File: src/rtl/cdv_pkg.sv
// Shared constants, types and helper functions for the character display generator.
package cdv_pkg;

  // APB register byte offsets, one aligned 32-bit word each.
  localparam logic [11:0] REG_PAGE_OFS   = 12'h000;
  localparam logic [11:0] REG_CTRL_OFS   = 12'h004;
  localparam logic [11:0] REG_VSCR_OFS   = 12'h008;
  localparam logic [11:0] REG_STAT_OFS   = 12'h00C;

  // Reset values of the software registers.
  localparam logic [7:0]  PAGE_RESET     = 8'h00;
  localparam logic [2:0]  CTRL_RESET     = 3'h0;
  localparam logic [3:0]  VSCR_RESET     = 4'h0;

  // Bit positions in the render control word, the opcode and the name byte.
  localparam int          CTL_BLANK_BIT  = 0;
  localparam int          CTL_INV_BIT    = 1;
  localparam int          CTL_FLIP_BIT   = 2;
  localparam int          OP_VSCROLL_BIT = 5;
  localparam int          NAME_ATTR_BIT  = 7;

  // Character mode codes held in the low opcode nibble.
  localparam logic [3:0]  MODE_TEXT      = 4'h2;
  localparam logic [3:0]  MODE_DESC      = 4'h3;
  localparam logic [3:0]  MODE_FOUR_S    = 4'h4;
  localparam logic [3:0]  MODE_FOUR_T    = 4'h5;
  localparam logic [3:0]  MODE_WIDE_S    = 4'h6;
  localparam logic [3:0]  MODE_WIDE_T    = 4'h7;

  // Last line counter value of a standard block per height class.
  localparam logic [3:0]  END_EIGHT      = 4'h7;
  localparam logic [3:0]  END_TEN        = 4'h9;
  localparam logic [3:0]  END_SIXTEEN    = 4'hF;

  // Number of blank lines that sit above a lowered glyph.
  localparam logic [3:0]  LOWER_LINES    = 4'h2;
  localparam logic [3:0]  GLYPH_ROWS     = 4'h8;

  // Pixel codes handed to the colour stage.
  localparam logic [2:0]  PIX_BAK        = 3'h0;
  localparam logic [2:0]  PIX_PF0        = 3'h1;
  localparam logic [2:0]  PIX_PF1        = 3'h2;
  localparam logic [2:0]  PIX_PF2        = 3'h3;
  localparam logic [2:0]  PIX_PF3        = 3'h4;

  // Sequencer states of the character engine.
  typedef enum logic [2:0] {
    ST_IDLE,
    ST_WAIT_LINE,
    ST_LOAD,
    ST_ISSUE,
    ST_WAIT_DATA
  } cdv_state_type;

  // Standard end value of the line counter for a character mode.
  function automatic logic [3:0] cdv_std_end(input logic [3:0] mode);
    case (mode)
      MODE_DESC:   cdv_std_end = END_TEN;
      MODE_FOUR_T: cdv_std_end = END_SIXTEEN;
      MODE_WIDE_T: cdv_std_end = END_SIXTEEN;
      default:     cdv_std_end = END_EIGHT;
    endcase
  endfunction

  // True for the 20-character modes with a 64-glyph table.
  function automatic logic cdv_is_wide(input logic [3:0] mode);
    cdv_is_wide = (mode == MODE_WIDE_S) || (mode == MODE_WIDE_T);
  endfunction

  // True for the two-luminance text modes.
  function automatic logic cdv_is_lum(input logic [3:0] mode);
    cdv_is_lum = (mode == MODE_TEXT) || (mode == MODE_DESC);
  endfunction

endpackage

File: src/rtl/cdv_top.sv
// Character mode display generator with vertical fine scrolling and an APB register slave.
// Summary of operation
// - Wide modes: glyph page from seven upper bits.
// - Narrow-glyph modes: six upper page bits only.
// - Eight bytes per glyph; page is high byte.
// - Low six or seven name bits index glyph.
// - Names rotate in a ring each line.
// - Modes two to seven; 40 or 20 characters.
// - Modes six, seven: name picks playfield colour.
// - Mode six eight lines; seven doubles each row.
// - Modes four, five: pixel 10 follows name bit.
// - Modes two, three: one colour, two luminances.
// - Mode three rows are ten lines high.
// - Mode three lowered glyphs: blank top, rows down.
// - Control bit two flips every glyph vertically.
// - Control bit one swaps luminances for marked names.
// - Control bit zero blanks marked names in modes two, three.
// - Inverse plus blank gives a solid cell.
// - Four-bit line counter sets block height.
// - Unchanged scroll bit keeps normal block height.
// - Scroll bit falling ends block at offset.
// - Zone's first block starts at the offset.
//
// The placing of the registers and the APB slave port are this design's own decisions.
`timescale 1ns/100ps
module cdv_top
  import cdv_pkg::*;
#(
  parameter int CHARS_FULL = 40,  // Characters per line in the narrow-glyph modes.
  parameter int CHARS_HALF = 20   // Characters per line in the wide-glyph modes.
) (
  // Clock and reset.
  input  wire logic        sys_clk,
  input  wire logic        rst,
  // APB slave port.
  input  wire logic        psel,
  input  wire logic        penable,
  input  wire logic        pwrite,
  input  wire logic [11:0] paddr,
  input  wire logic [31:0] pwdata,
  output logic             pready,
  output logic      [31:0] prdata,
  output logic             pslverr,
  // Display instruction and line timing from the list sequencer.
  input  wire logic        instr_valid,
  input  wire logic [7:0]  instr_op,
  input  wire logic        line_start,
  // Character names from the memory scan counter.
  input  wire logic        name_valid,
  input  wire logic [7:0]  name_data,
  output logic             name_ready,
  // Glyph data fetch from system memory.
  output logic             glyph_req,
  output logic      [15:0] glyph_addr,
  input  wire logic        glyph_valid,
  input  wire logic [7:0]  glyph_data,
  // Pixel codes to the colour and priority stage.
  output logic             pix_valid,
  output logic      [23:0] pix_codes,
  output logic             block_done
);

  // Refuse line widths the counters and the ring cannot serve.
  initial begin
    if (CHARS_FULL < 1 || CHARS_FULL > 63 || CHARS_HALF < 1 || CHARS_HALF > CHARS_FULL) begin
      $error("cdv_top character counts out of range");
    end
  end

  localparam logic [5:0] FULL_LEN = 6'(CHARS_FULL);  // Ring length for 40-column modes.
  localparam logic [5:0] HALF_LEN = 6'(CHARS_HALF);  // Ring length for 20-column modes.

  // Whole state of the block in one packed word.
  typedef struct packed {
    logic [7:0]    page;        // glyph_table_page.
    logic [2:0]    ctrl;        // glyph_render_control.
    logic [3:0]    vscroll;     // vertical_fine_offset.
    logic          pready;      // APB completion strobe.
    logic [31:0]   prdata;      // APB read data.
    logic          pslverr;     // APB error answer.
    logic [3:0]    mode;        // Mode of the current block.
    logic          prev_vs;     // Scroll enable of the previous block.
    logic [3:0]    line_ctr;    // block_line_counter.
    logic [3:0]    line_end;    // Last counter value of this block.
    logic          first_line;  // Names still need fetching.
    cdv_state_type st;          // Sequencer state.
    logic [5:0]    char_idx;    // Character position within the line.
    logic          name_ready;  // Ready for a name byte.
    logic          glyph_req;   // Glyph fetch strobe.
    logic [15:0]   glyph_addr;  // Glyph fetch address.
    logic [7:0]    cur_name;    // Name of the character being drawn.
    logic          pix_valid;   // Pixel group strobe.
    logic [23:0]   pix_codes;   // Eight three-bit pixel codes.
    logic          block_done;  // Last line of the block finished.
  } cdv_regs_type;

  cdv_regs_type r;       // Registered state.
  cdv_regs_type next_r;  // State at the next edge.

  logic [7:0] head_name;  // Name at the head of the ring.
  logic       ring_load;  // Shift a fetched name into the ring.
  logic       ring_rot;   // Rotate the ring by one character.
  logic [5:0] ring_len;   // Active ring length for the mode.

  // Ring length follows the column count of the block's mode.
  assign ring_len = cdv_is_wide(r.mode) ? HALF_LEN : FULL_LEN;

  // The names of a row live in a rotating ring, loaded once per block.
  cdv_name_ring #(
    .DEPTH     (CHARS_FULL)
  ) u_ring (
    .sys_clk   (sys_clk),
    .rst       (rst),
    .ring_len  (ring_len),
    .load_en   (ring_load),
    .load_name (name_data),
    .rotate_en (ring_rot),
    .head_name (head_name)
  );

  // Line within the cell after the optional vertical flip.
  function automatic logic [3:0] eff_line(input logic [3:0] mode, input logic [3:0] ctr,
                                          input logic flip);
    eff_line = flip ? 4'(cdv_std_end(mode) - ctr) : ctr;
  endfunction

  // Blank-line flag and glyph row for a line; mode 3 keeps rows at 0..7, a lowered
  // glyph moves its top two rows below the rest and shows blank lines above.
  function automatic logic [3:0] row_of(input logic [3:0] mode, input logic [3:0] ln,
                                        input logic [7:0] name);
    logic [3:0] res;
    res = {1'b0, ln[2:0]};
    if (mode == MODE_WIDE_T || mode == MODE_FOUR_T) begin
      res = {1'b0, ln[3:1]};
    end else if (mode == MODE_DESC) begin
      if (name[6:5] == 2'b11) begin
        if (ln < LOWER_LINES) begin
          res = {1'b1, 3'h0};
        end else if (ln >= GLYPH_ROWS) begin
          res = {1'b0, 3'(ln - GLYPH_ROWS)};
        end
      end else if (ln >= GLYPH_ROWS) begin
        res = {1'b1, 3'h0};
      end
    end
    row_of = res;
  endfunction

  // Glyph address: page bits above the name index above the row.
  function automatic logic [15:0] addr_of(input logic [3:0] mode, input logic [7:0] page,
                                          input logic [7:0] name, input logic [2:0] row);
    if (cdv_is_wide(mode)) begin
      addr_of = {page[7:1], name[5:0], row};
    end else begin
      addr_of = {page[7:2], name[6:0], row};
    end
  endfunction

  // Pixel codes for one glyph byte in the current mode.
  function automatic logic [23:0] pix_of(input logic [3:0] mode, input logic [2:0] ctrl,
                                         input logic [7:0] name, input logic [7:0] data);
    logic [7:0]  d;
    logic [1:0]  p;
    logic [23:0] res;
    d   = data;
    res = '0;
    if (cdv_is_lum(mode)) begin
      // Blank first, then invert, so both together give a solid cell.
      if (ctrl[CTL_BLANK_BIT] && name[NAME_ATTR_BIT]) begin
        d = 8'h00;
      end
      if (ctrl[CTL_INV_BIT] && name[NAME_ATTR_BIT]) begin
        d = ~d;
      end
      for (int i = 0; i < 8; i++) begin
        res[3*i +: 3] = d[i] ? PIX_PF1 : PIX_PF2;
      end
    end else if (mode == MODE_FOUR_S || mode == MODE_FOUR_T) begin
      // Each two-bit pixel is twice as wide, so it fills two slots.
      for (int i = 0; i < 8; i++) begin
        p = d[2*(i/2) +: 2];
        case (p)
          2'b00:   res[3*i +: 3] = PIX_BAK;
          2'b01:   res[3*i +: 3] = PIX_PF0;
          2'b10:   res[3*i +: 3] = name[NAME_ATTR_BIT] ? PIX_PF2 : PIX_PF1;
          default: res[3*i +: 3] = name[NAME_ATTR_BIT] ? PIX_PF3 : PIX_PF2;
        endcase
      end
    end else begin
      for (int i = 0; i < 8; i++) begin
        res[3*i +: 3] = d[i] ? 3'(PIX_PF0 + {1'b0, name[7:6]}) : PIX_BAK;
      end
    end
    pix_of = res;
  endfunction

  logic       apb_done;   // Access phase completes at this edge.
  logic [3:0] ln_eff;     // Cell line after flipping.
  logic [3:0] row_info;   // Blank flag and glyph row for the head name.
  logic       new_vs;     // Scroll enable of an arriving instruction.
  logic       mode_ok;    // Arriving instruction is a character mode.

  // Next-state logic for the APB slave and the character engine.
  always_comb begin
    next_r            = r;
    next_r.pix_valid  = 1'b0;
    next_r.glyph_req  = 1'b0;
    next_r.block_done = 1'b0;
    next_r.pready     = 1'b0;
    next_r.pslverr    = 1'b0;
    ring_load         = 1'b0;
    ring_rot          = 1'b0;
    apb_done          = psel && penable && r.pready;
    ln_eff            = eff_line(r.mode, r.line_ctr, r.ctrl[CTL_FLIP_BIT]);
    row_info          = row_of(r.mode, ln_eff, head_name);
    new_vs            = instr_op[OP_VSCROLL_BIT];
    mode_ok           = (instr_op[3:0] >= MODE_TEXT) && (instr_op[3:0] <= MODE_WIDE_T);

    // One wait state: pready rises in the second access cycle, registered.
    if (psel && penable && !r.pready) begin
      next_r.pready = 1'b1;
      next_r.prdata = '0;
      case (paddr)
        REG_PAGE_OFS: next_r.prdata = {24'h000000, r.page};
        REG_CTRL_OFS: next_r.prdata = {29'h00000000, r.ctrl};
        REG_VSCR_OFS: next_r.prdata = {28'h0000000, r.vscroll};
        REG_STAT_OFS: next_r.prdata = {20'h00000, r.mode, r.line_ctr, 3'h0, r.st != ST_IDLE};
        default:      next_r.pslverr = 1'b1;
      endcase
    end
    // Writes land only at the completing edge; the status word ignores them.
    if (apb_done && pwrite) begin
      case (paddr)
        REG_PAGE_OFS: next_r.page = pwdata[7:0];
        REG_CTRL_OFS: next_r.ctrl = pwdata[2:0];
        REG_VSCR_OFS: next_r.vscroll = pwdata[3:0];
        default:      next_r.page = r.page;
      endcase
    end

    // Character engine sequencer.
    case (r.st)
      ST_IDLE: begin
        // A new character block sets its counter limits from the scroll bit history.
        if (instr_valid && mode_ok) begin
          next_r.mode       = instr_op[3:0];
          next_r.prev_vs    = new_vs;
          next_r.first_line = 1'b1;
          next_r.st         = ST_WAIT_LINE;
          next_r.line_ctr   = 4'h0;
          next_r.line_end   = cdv_std_end(instr_op[3:0]);
          if (r.prev_vs && !new_vs) begin
            next_r.line_end = r.vscroll;
          end else if (!r.prev_vs && new_vs) begin
            // Top block of a zone loses its first lines; clamp keeps one line.
            if (r.vscroll > cdv_std_end(instr_op[3:0])) begin
              next_r.line_ctr = cdv_std_end(instr_op[3:0]);
            end else begin
              next_r.line_ctr = r.vscroll;
            end
          end
        end else if (instr_valid) begin
          // Other instruction types pass their own scroll bit into the history, so bit 5 clear breaks a scrolled zone.
          next_r.prev_vs = new_vs;
        end
      end
      ST_WAIT_LINE: begin
        // Names are fetched on the first line only; later lines reuse the ring.
        if (line_start) begin
          next_r.char_idx = 6'h00;
          if (r.first_line) begin
            next_r.st         = ST_LOAD;
            next_r.name_ready = 1'b1;
          end else begin
            next_r.st = ST_ISSUE;
          end
        end
      end
      ST_LOAD: begin
        if (name_valid) begin
          ring_load       = 1'b1;
          next_r.char_idx = 6'(r.char_idx + 6'h01);
          if (r.char_idx == 6'(ring_len - 6'h01)) begin
            next_r.name_ready = 1'b0;
            next_r.char_idx   = 6'h00;
            next_r.st         = ST_ISSUE;
          end
        end
      end
      ST_ISSUE: begin
        next_r.cur_name = head_name;
        if (row_info[3]) begin
          // Blank line of a mode 3 cell: no fetch, emit an all-zero byte.
          next_r.pix_valid = 1'b1;
          next_r.pix_codes = pix_of(r.mode, r.ctrl, head_name, 8'h00);
          ring_rot         = 1'b1;
        end else begin
          next_r.glyph_req  = 1'b1;
          next_r.glyph_addr = addr_of(r.mode, r.page, head_name, row_info[2:0]);
          next_r.st         = ST_WAIT_DATA;
        end
      end
      ST_WAIT_DATA: begin
        if (glyph_valid) begin
          next_r.pix_valid = 1'b1;
          next_r.pix_codes = pix_of(r.mode, r.ctrl, r.cur_name, glyph_data);
          ring_rot         = 1'b1;
        end
      end
      default: begin
        next_r.st = ST_IDLE;
      end
    endcase

    // After each character, step along the line; the counter moves after a full line.
    if (ring_rot) begin
      next_r.st       = ST_ISSUE;
      next_r.char_idx = 6'(r.char_idx + 6'h01);
      if (r.char_idx == 6'(ring_len - 6'h01)) begin
        next_r.char_idx   = 6'h00;
        next_r.first_line = 1'b0;
        if (r.line_ctr == r.line_end) begin
          next_r.block_done = 1'b1;
          next_r.st         = ST_IDLE;
        end else begin
          next_r.line_ctr = 4'(r.line_ctr + 4'h1);
          next_r.st       = ST_WAIT_LINE;
        end
      end
    end
  end

  // Register the whole state; no control bit is left undefined after reset.
  always_ff @(posedge sys_clk or posedge rst) begin
    if (rst) begin
      r         <= '0;
      r.page    <= PAGE_RESET;
      r.ctrl    <= CTRL_RESET;
      r.vscroll <= VSCR_RESET;
      r.st      <= ST_IDLE;
    end else begin
      r <= next_r;
    end
  end

  // Every output comes straight from the state register.
  assign pready     = r.pready;
  assign prdata     = r.prdata;
  assign pslverr    = r.pslverr;
  assign name_ready = r.name_ready;
  assign glyph_req  = r.glyph_req;
  assign glyph_addr = r.glyph_addr;
  assign pix_valid  = r.pix_valid;
  assign pix_codes  = r.pix_codes;
  assign block_done = r.block_done;
endmodule

File: src/rtl/cdv_name_ring.sv
// Rotating shift register that holds the character names of one display row.
`timescale 1ns/100ps
module cdv_name_ring
  import cdv_pkg::*;
#(
  parameter int DEPTH = 40
) (
  // Clock and reset.
  input  wire logic             sys_clk,
  input  wire logic             rst,
  // Active ring length and shift controls.
  input  wire logic [5:0]       ring_len,
  input  wire logic             load_en,
  input  wire logic [7:0]       load_name,
  input  wire logic             rotate_en,
  // Name at the head of the ring, straight from a register.
  output logic      [7:0]       head_name
);

  // Refuse depths the six-bit length cannot describe.
  initial begin
    if (DEPTH < 1 || DEPTH > 63) begin
      $error("cdv_name_ring depth out of range");
    end
  end

  // Whole state of the ring in one packed word.
  typedef struct packed {
    logic [DEPTH-1:0][7:0] slot;
  } cdv_ring_type;

  cdv_ring_type ring;       // Registered ring contents.
  cdv_ring_type next_ring;  // Value the ring takes at the next edge.

  // Each shift moves every slot one step to the head; the tail of the active length
  // takes the new name on a load, or the old head on a rotate, so a row wraps around.
  always_comb begin
    next_ring = ring;
    if (load_en || rotate_en) begin
      for (int i = 0; i < DEPTH; i++) begin
        if (i == int'(ring_len) - 1) begin
          next_ring.slot[i] = load_en ? load_name : ring.slot[0];
        end else if (i < DEPTH - 1) begin
          next_ring.slot[i] = ring.slot[i+1];
        end
      end
    end
  end

  // Register the ring; reset clears every slot.
  always_ff @(posedge sys_clk or posedge rst) begin
    if (rst) begin
      ring <= '0;
    end else begin
      ring <= next_ring;
    end
  end

  assign head_name = ring.slot[0];

endmodule

File: config.mk
export PLATFORM = sky130hd
export DESIGN_NAME = cdv_top
export DESIGN_NICKNAME = d
export VERILOG_FILES = /design/src/rtl/cdv_pkg.sv /design/src/rtl/cdv_top.sv /design/src/rtl/cdv_name_ring.sv
export SDC_FILE = /design/constraint.sdc
export NUM_CORES = 1
export LEC_CHECK = 0
export BUFFER_PORTS_ARGS = -buffer_cell sky130_fd_sc_hd__buf_2
export CORE_UTILIZATION = 55
export DETAILED_ROUTE_END_ITERATION = 12
export PLACE_DENSITY = 0.73
export RECOVER_POWER = 100
export REMOVE_ABC_BUFFERS = 1
export SLEW_MARGIN = 30
export SYNTH_ARGS = -nofsm -noshare
export SYNTH_HDL_FRONTEND = slang
export SYNTH_SLANG_ARGS = --single-unit
File: constraint.sdc
create_clock -name sys_clk -period 23.8 [get_ports sys_clk]
set_clock_uncertainty 0.1 [all_clocks]
set_input_delay 2.38 -clock sys_clk [delete_from_list [all_inputs] [get_ports sys_clk]]
set_output_delay 2.38 -clock sys_clk [all_outputs]
set_load 0.01 [all_outputs]
==> out/metrics.cfg <==
[status]
status=complete, but fails checks
violations=capacitance limit, slew limit

[synthesis]
yosys-top-cells-count=nand2_1, dfrtp_1, buf_4
avgSynthCellArea_sq_um=9.18
synth_mux_area_share_pct=3.22
synth_fa_ha_area_share_pct=0.594
synth_area_leaders=dfrtp_1, nand2_1, buf_4
synthCells=1975
synth-simple-area-share_pct=24.5
synth_top_family_by_area=simple AND/OR/NAND/NOR gates
synth-xor-area-share_pct=0.531
synth_top_area_share_pct=57.7
synth.yosys.seq_area_share_pct=57.7
synth_edf_count=0
yosys_most_used_dff=dfrtp_1
ys_seq_elements=418
yosys_warnings=0
yosysMostFrequentCell=nand2_1
syn-cell-area_sq_um=18100
synth_compound_area_share_pct=6.31
async_flop_share_pct=100
synth_cell_type_count=68
synth_area_leader_cell=dfrtp_1

[timing]
worst_pin_slew_ns=8.98
fmaxAchievable_mhz=80.4
final_max_slew_viol_count=973
hold_viol=0
period_needed_ns=12.44
setup-tns-final_ns=0
slew_headroom_pct=-499
setup_viol=0
rsz0062_at_grt=no
fin_crit_sh_pct=52.3

[clock_network]
cts.sinks=418
cts_made_buffers=44
cts_tree=built
insertion_delay_ns=0.54
cts_hold_buffers=0
path_clk_slew_ns=0.06
cts_buffer_depth=3
cts_resized=0
htreeDepth=2
postCtsSetupBuffers=0
root_buffer=clkbuf_16

[final_layout]
syn2layout_area_growth_pct=7.78
drive_gt1_share_pct=8.18
final_nets=2068
final_cell_area_sq_um=19500

[detailed_routing]
drc=0
first_pass_iters=5
viasPerCell=5.18
antenna_left=0
wl_per_cell_um=14.0
routed_wl_um=34400
drt_iter0_drc=1037
via_count=12700

[grt]
grt_max_degree=225
antenna_found_initial=0
grt.overflow.total=0
grt_pass1_wl_um=58600
grt_pass1_vias=12200
grt_util_all_layers_pct=21.0

[die]
die_x_um=184
row_count=66
ios=155
die_h_um=184
start_util_pct=55.9
coreArea_sq_um=32500
die_area_sq_um=33700

[placement]
hpwl_um=20800
place_area_sq_um=18200
portBuffers=107
place_congestion=0.867

[worst_setup_path]
start_kind=input port
cp_max_fo=224
cp-end-kind=flip-flop
crit_arrival_ns=12.80
cp.required_ns=24.16
worstSetupPathType=in2reg

[power_and_ir_drop]
powerDensity_nw_per_um2=97.5
power_leakage_nw=10.5
pwr-share-seq_pct=45.1
p_sw_w=0.000584
combPwrFrac_pct=18.0
clock_power_share_pct=36.9
swShare_pct=30.6
ir_drop_uv=55.5
p_int_w=0.00132

[hold_path]
min_path_type=reg2reg

[flow_run]
cap_violations=10

==> layer usage <==
layer	vias to the layer above	wire, um	GRT usage [%]
met2	298	16000	34.1
li1	6222	-	-
met5	-	0	0
met3	60	1580	2.71
met4	0	698	5.67
met1	6157	16200	29.9
==> path summary, 6_finish.rpt <==
path	cells past startpoint	endpoint	slack, ns	from
min in group asynchronous	2	glyph_addr[10]	3.53	rst
max reg2reg	13	u_ring.ring[243]	11.44	r[73]
max in group asynchronous	4	u_ring.ring[108]	13.08	rst
min	2	u_ring.ring[147]	0.36	u_ring.ring[155]
max	8	u_ring.ring[243]	11.36	name_valid
min reg2reg	2	u_ring.ring[147]	0.36	u_ring.ring[155]
==> worst max-delay path, stage by stage <==
cell,delay (ns)
buf_2,0.11
and2_1,0.64
inv_1,0.13
nand4_1,0.10
clkbuf_1,6.22
clkbuf_1,2.66
nand2_1,0.27
nand2_1,0.19
==> area by class of cell <==
type,count,area [sq um]
fillers,2827,12900
flip-flops and latches,418,10500
multi-input cells,1388,6430
clock buffers,60,1260
well taps,442,553
repair buffers,118,539
clock inverters,20,248
inverters,13,50.0
diodes,1,2.50
==> per-stage QoR <==
step	setup slack (ns)	utilization, %	hold slack (ns)	std cells	total power, W
5_1_grt	10.07	60.2	0.381	2459	0.00201
3_5_place_dp	18.37	56.0	0.352	2378	0.00122
3_3_place_gp	18.45	55.9	0.345	2377	0.00120
6_report	11.36	60.2	0.357	2460	0.00191
2_1_floorplan	9.69	-	0.339	1819	0.00110
4_1_cts	18.88	60.7	0.350	2458	0.00193
==> sequential cells by signal (all words and copies together), names as in the netlist <==
register          flops
pready                1
r                    40
block_done            1
prdata               12
glyph_addr           16
name_ready            1
u_ring.ring         312
pix_valid             1
pslverr               1
pix_codes            24
u_ring.head_name      8
glyph_req             1
==> cells in the final DEF, fill, tap and decap left out, types with 13 or more instances in the layout <==
cell	count
nand2_1	999
o21ai_0	55
mux2i_1	14
a32o_1	13
conb_1	20
a21oi_1	41
nand3_1	20
clkbuf_1	74
buf_2	46
nor2_1	43
clkbuf_16	44
dfrtp_1	418
mux2_2	30
==> kinds of logic after synthesis <==
group / count (synthesis)
simple gates: 1121
flops: 418
buf+inv: 188
compound gates: 175
mux: 53
xor+xnor: 11
fa+ha+maj: 8
other cells: 1
==> power groups by stage <==
stage | Clock [W] | Sequential [W] | Combinational (W)
floorplan | 0 | 0.000863 | 0.000233
global placement | 0 | 0.000866 | 0.000338
detailed placement | 0 | 0.000870 | 0.000352
CTS | 0.000720 | 0.000858 | 0.000353
global route | 0.000749 | 0.000872 | 0.000390
finish | 0.000703 | 0.000860 | 0.000342
No activity file was read; power rests on OpenSTA's default activity.
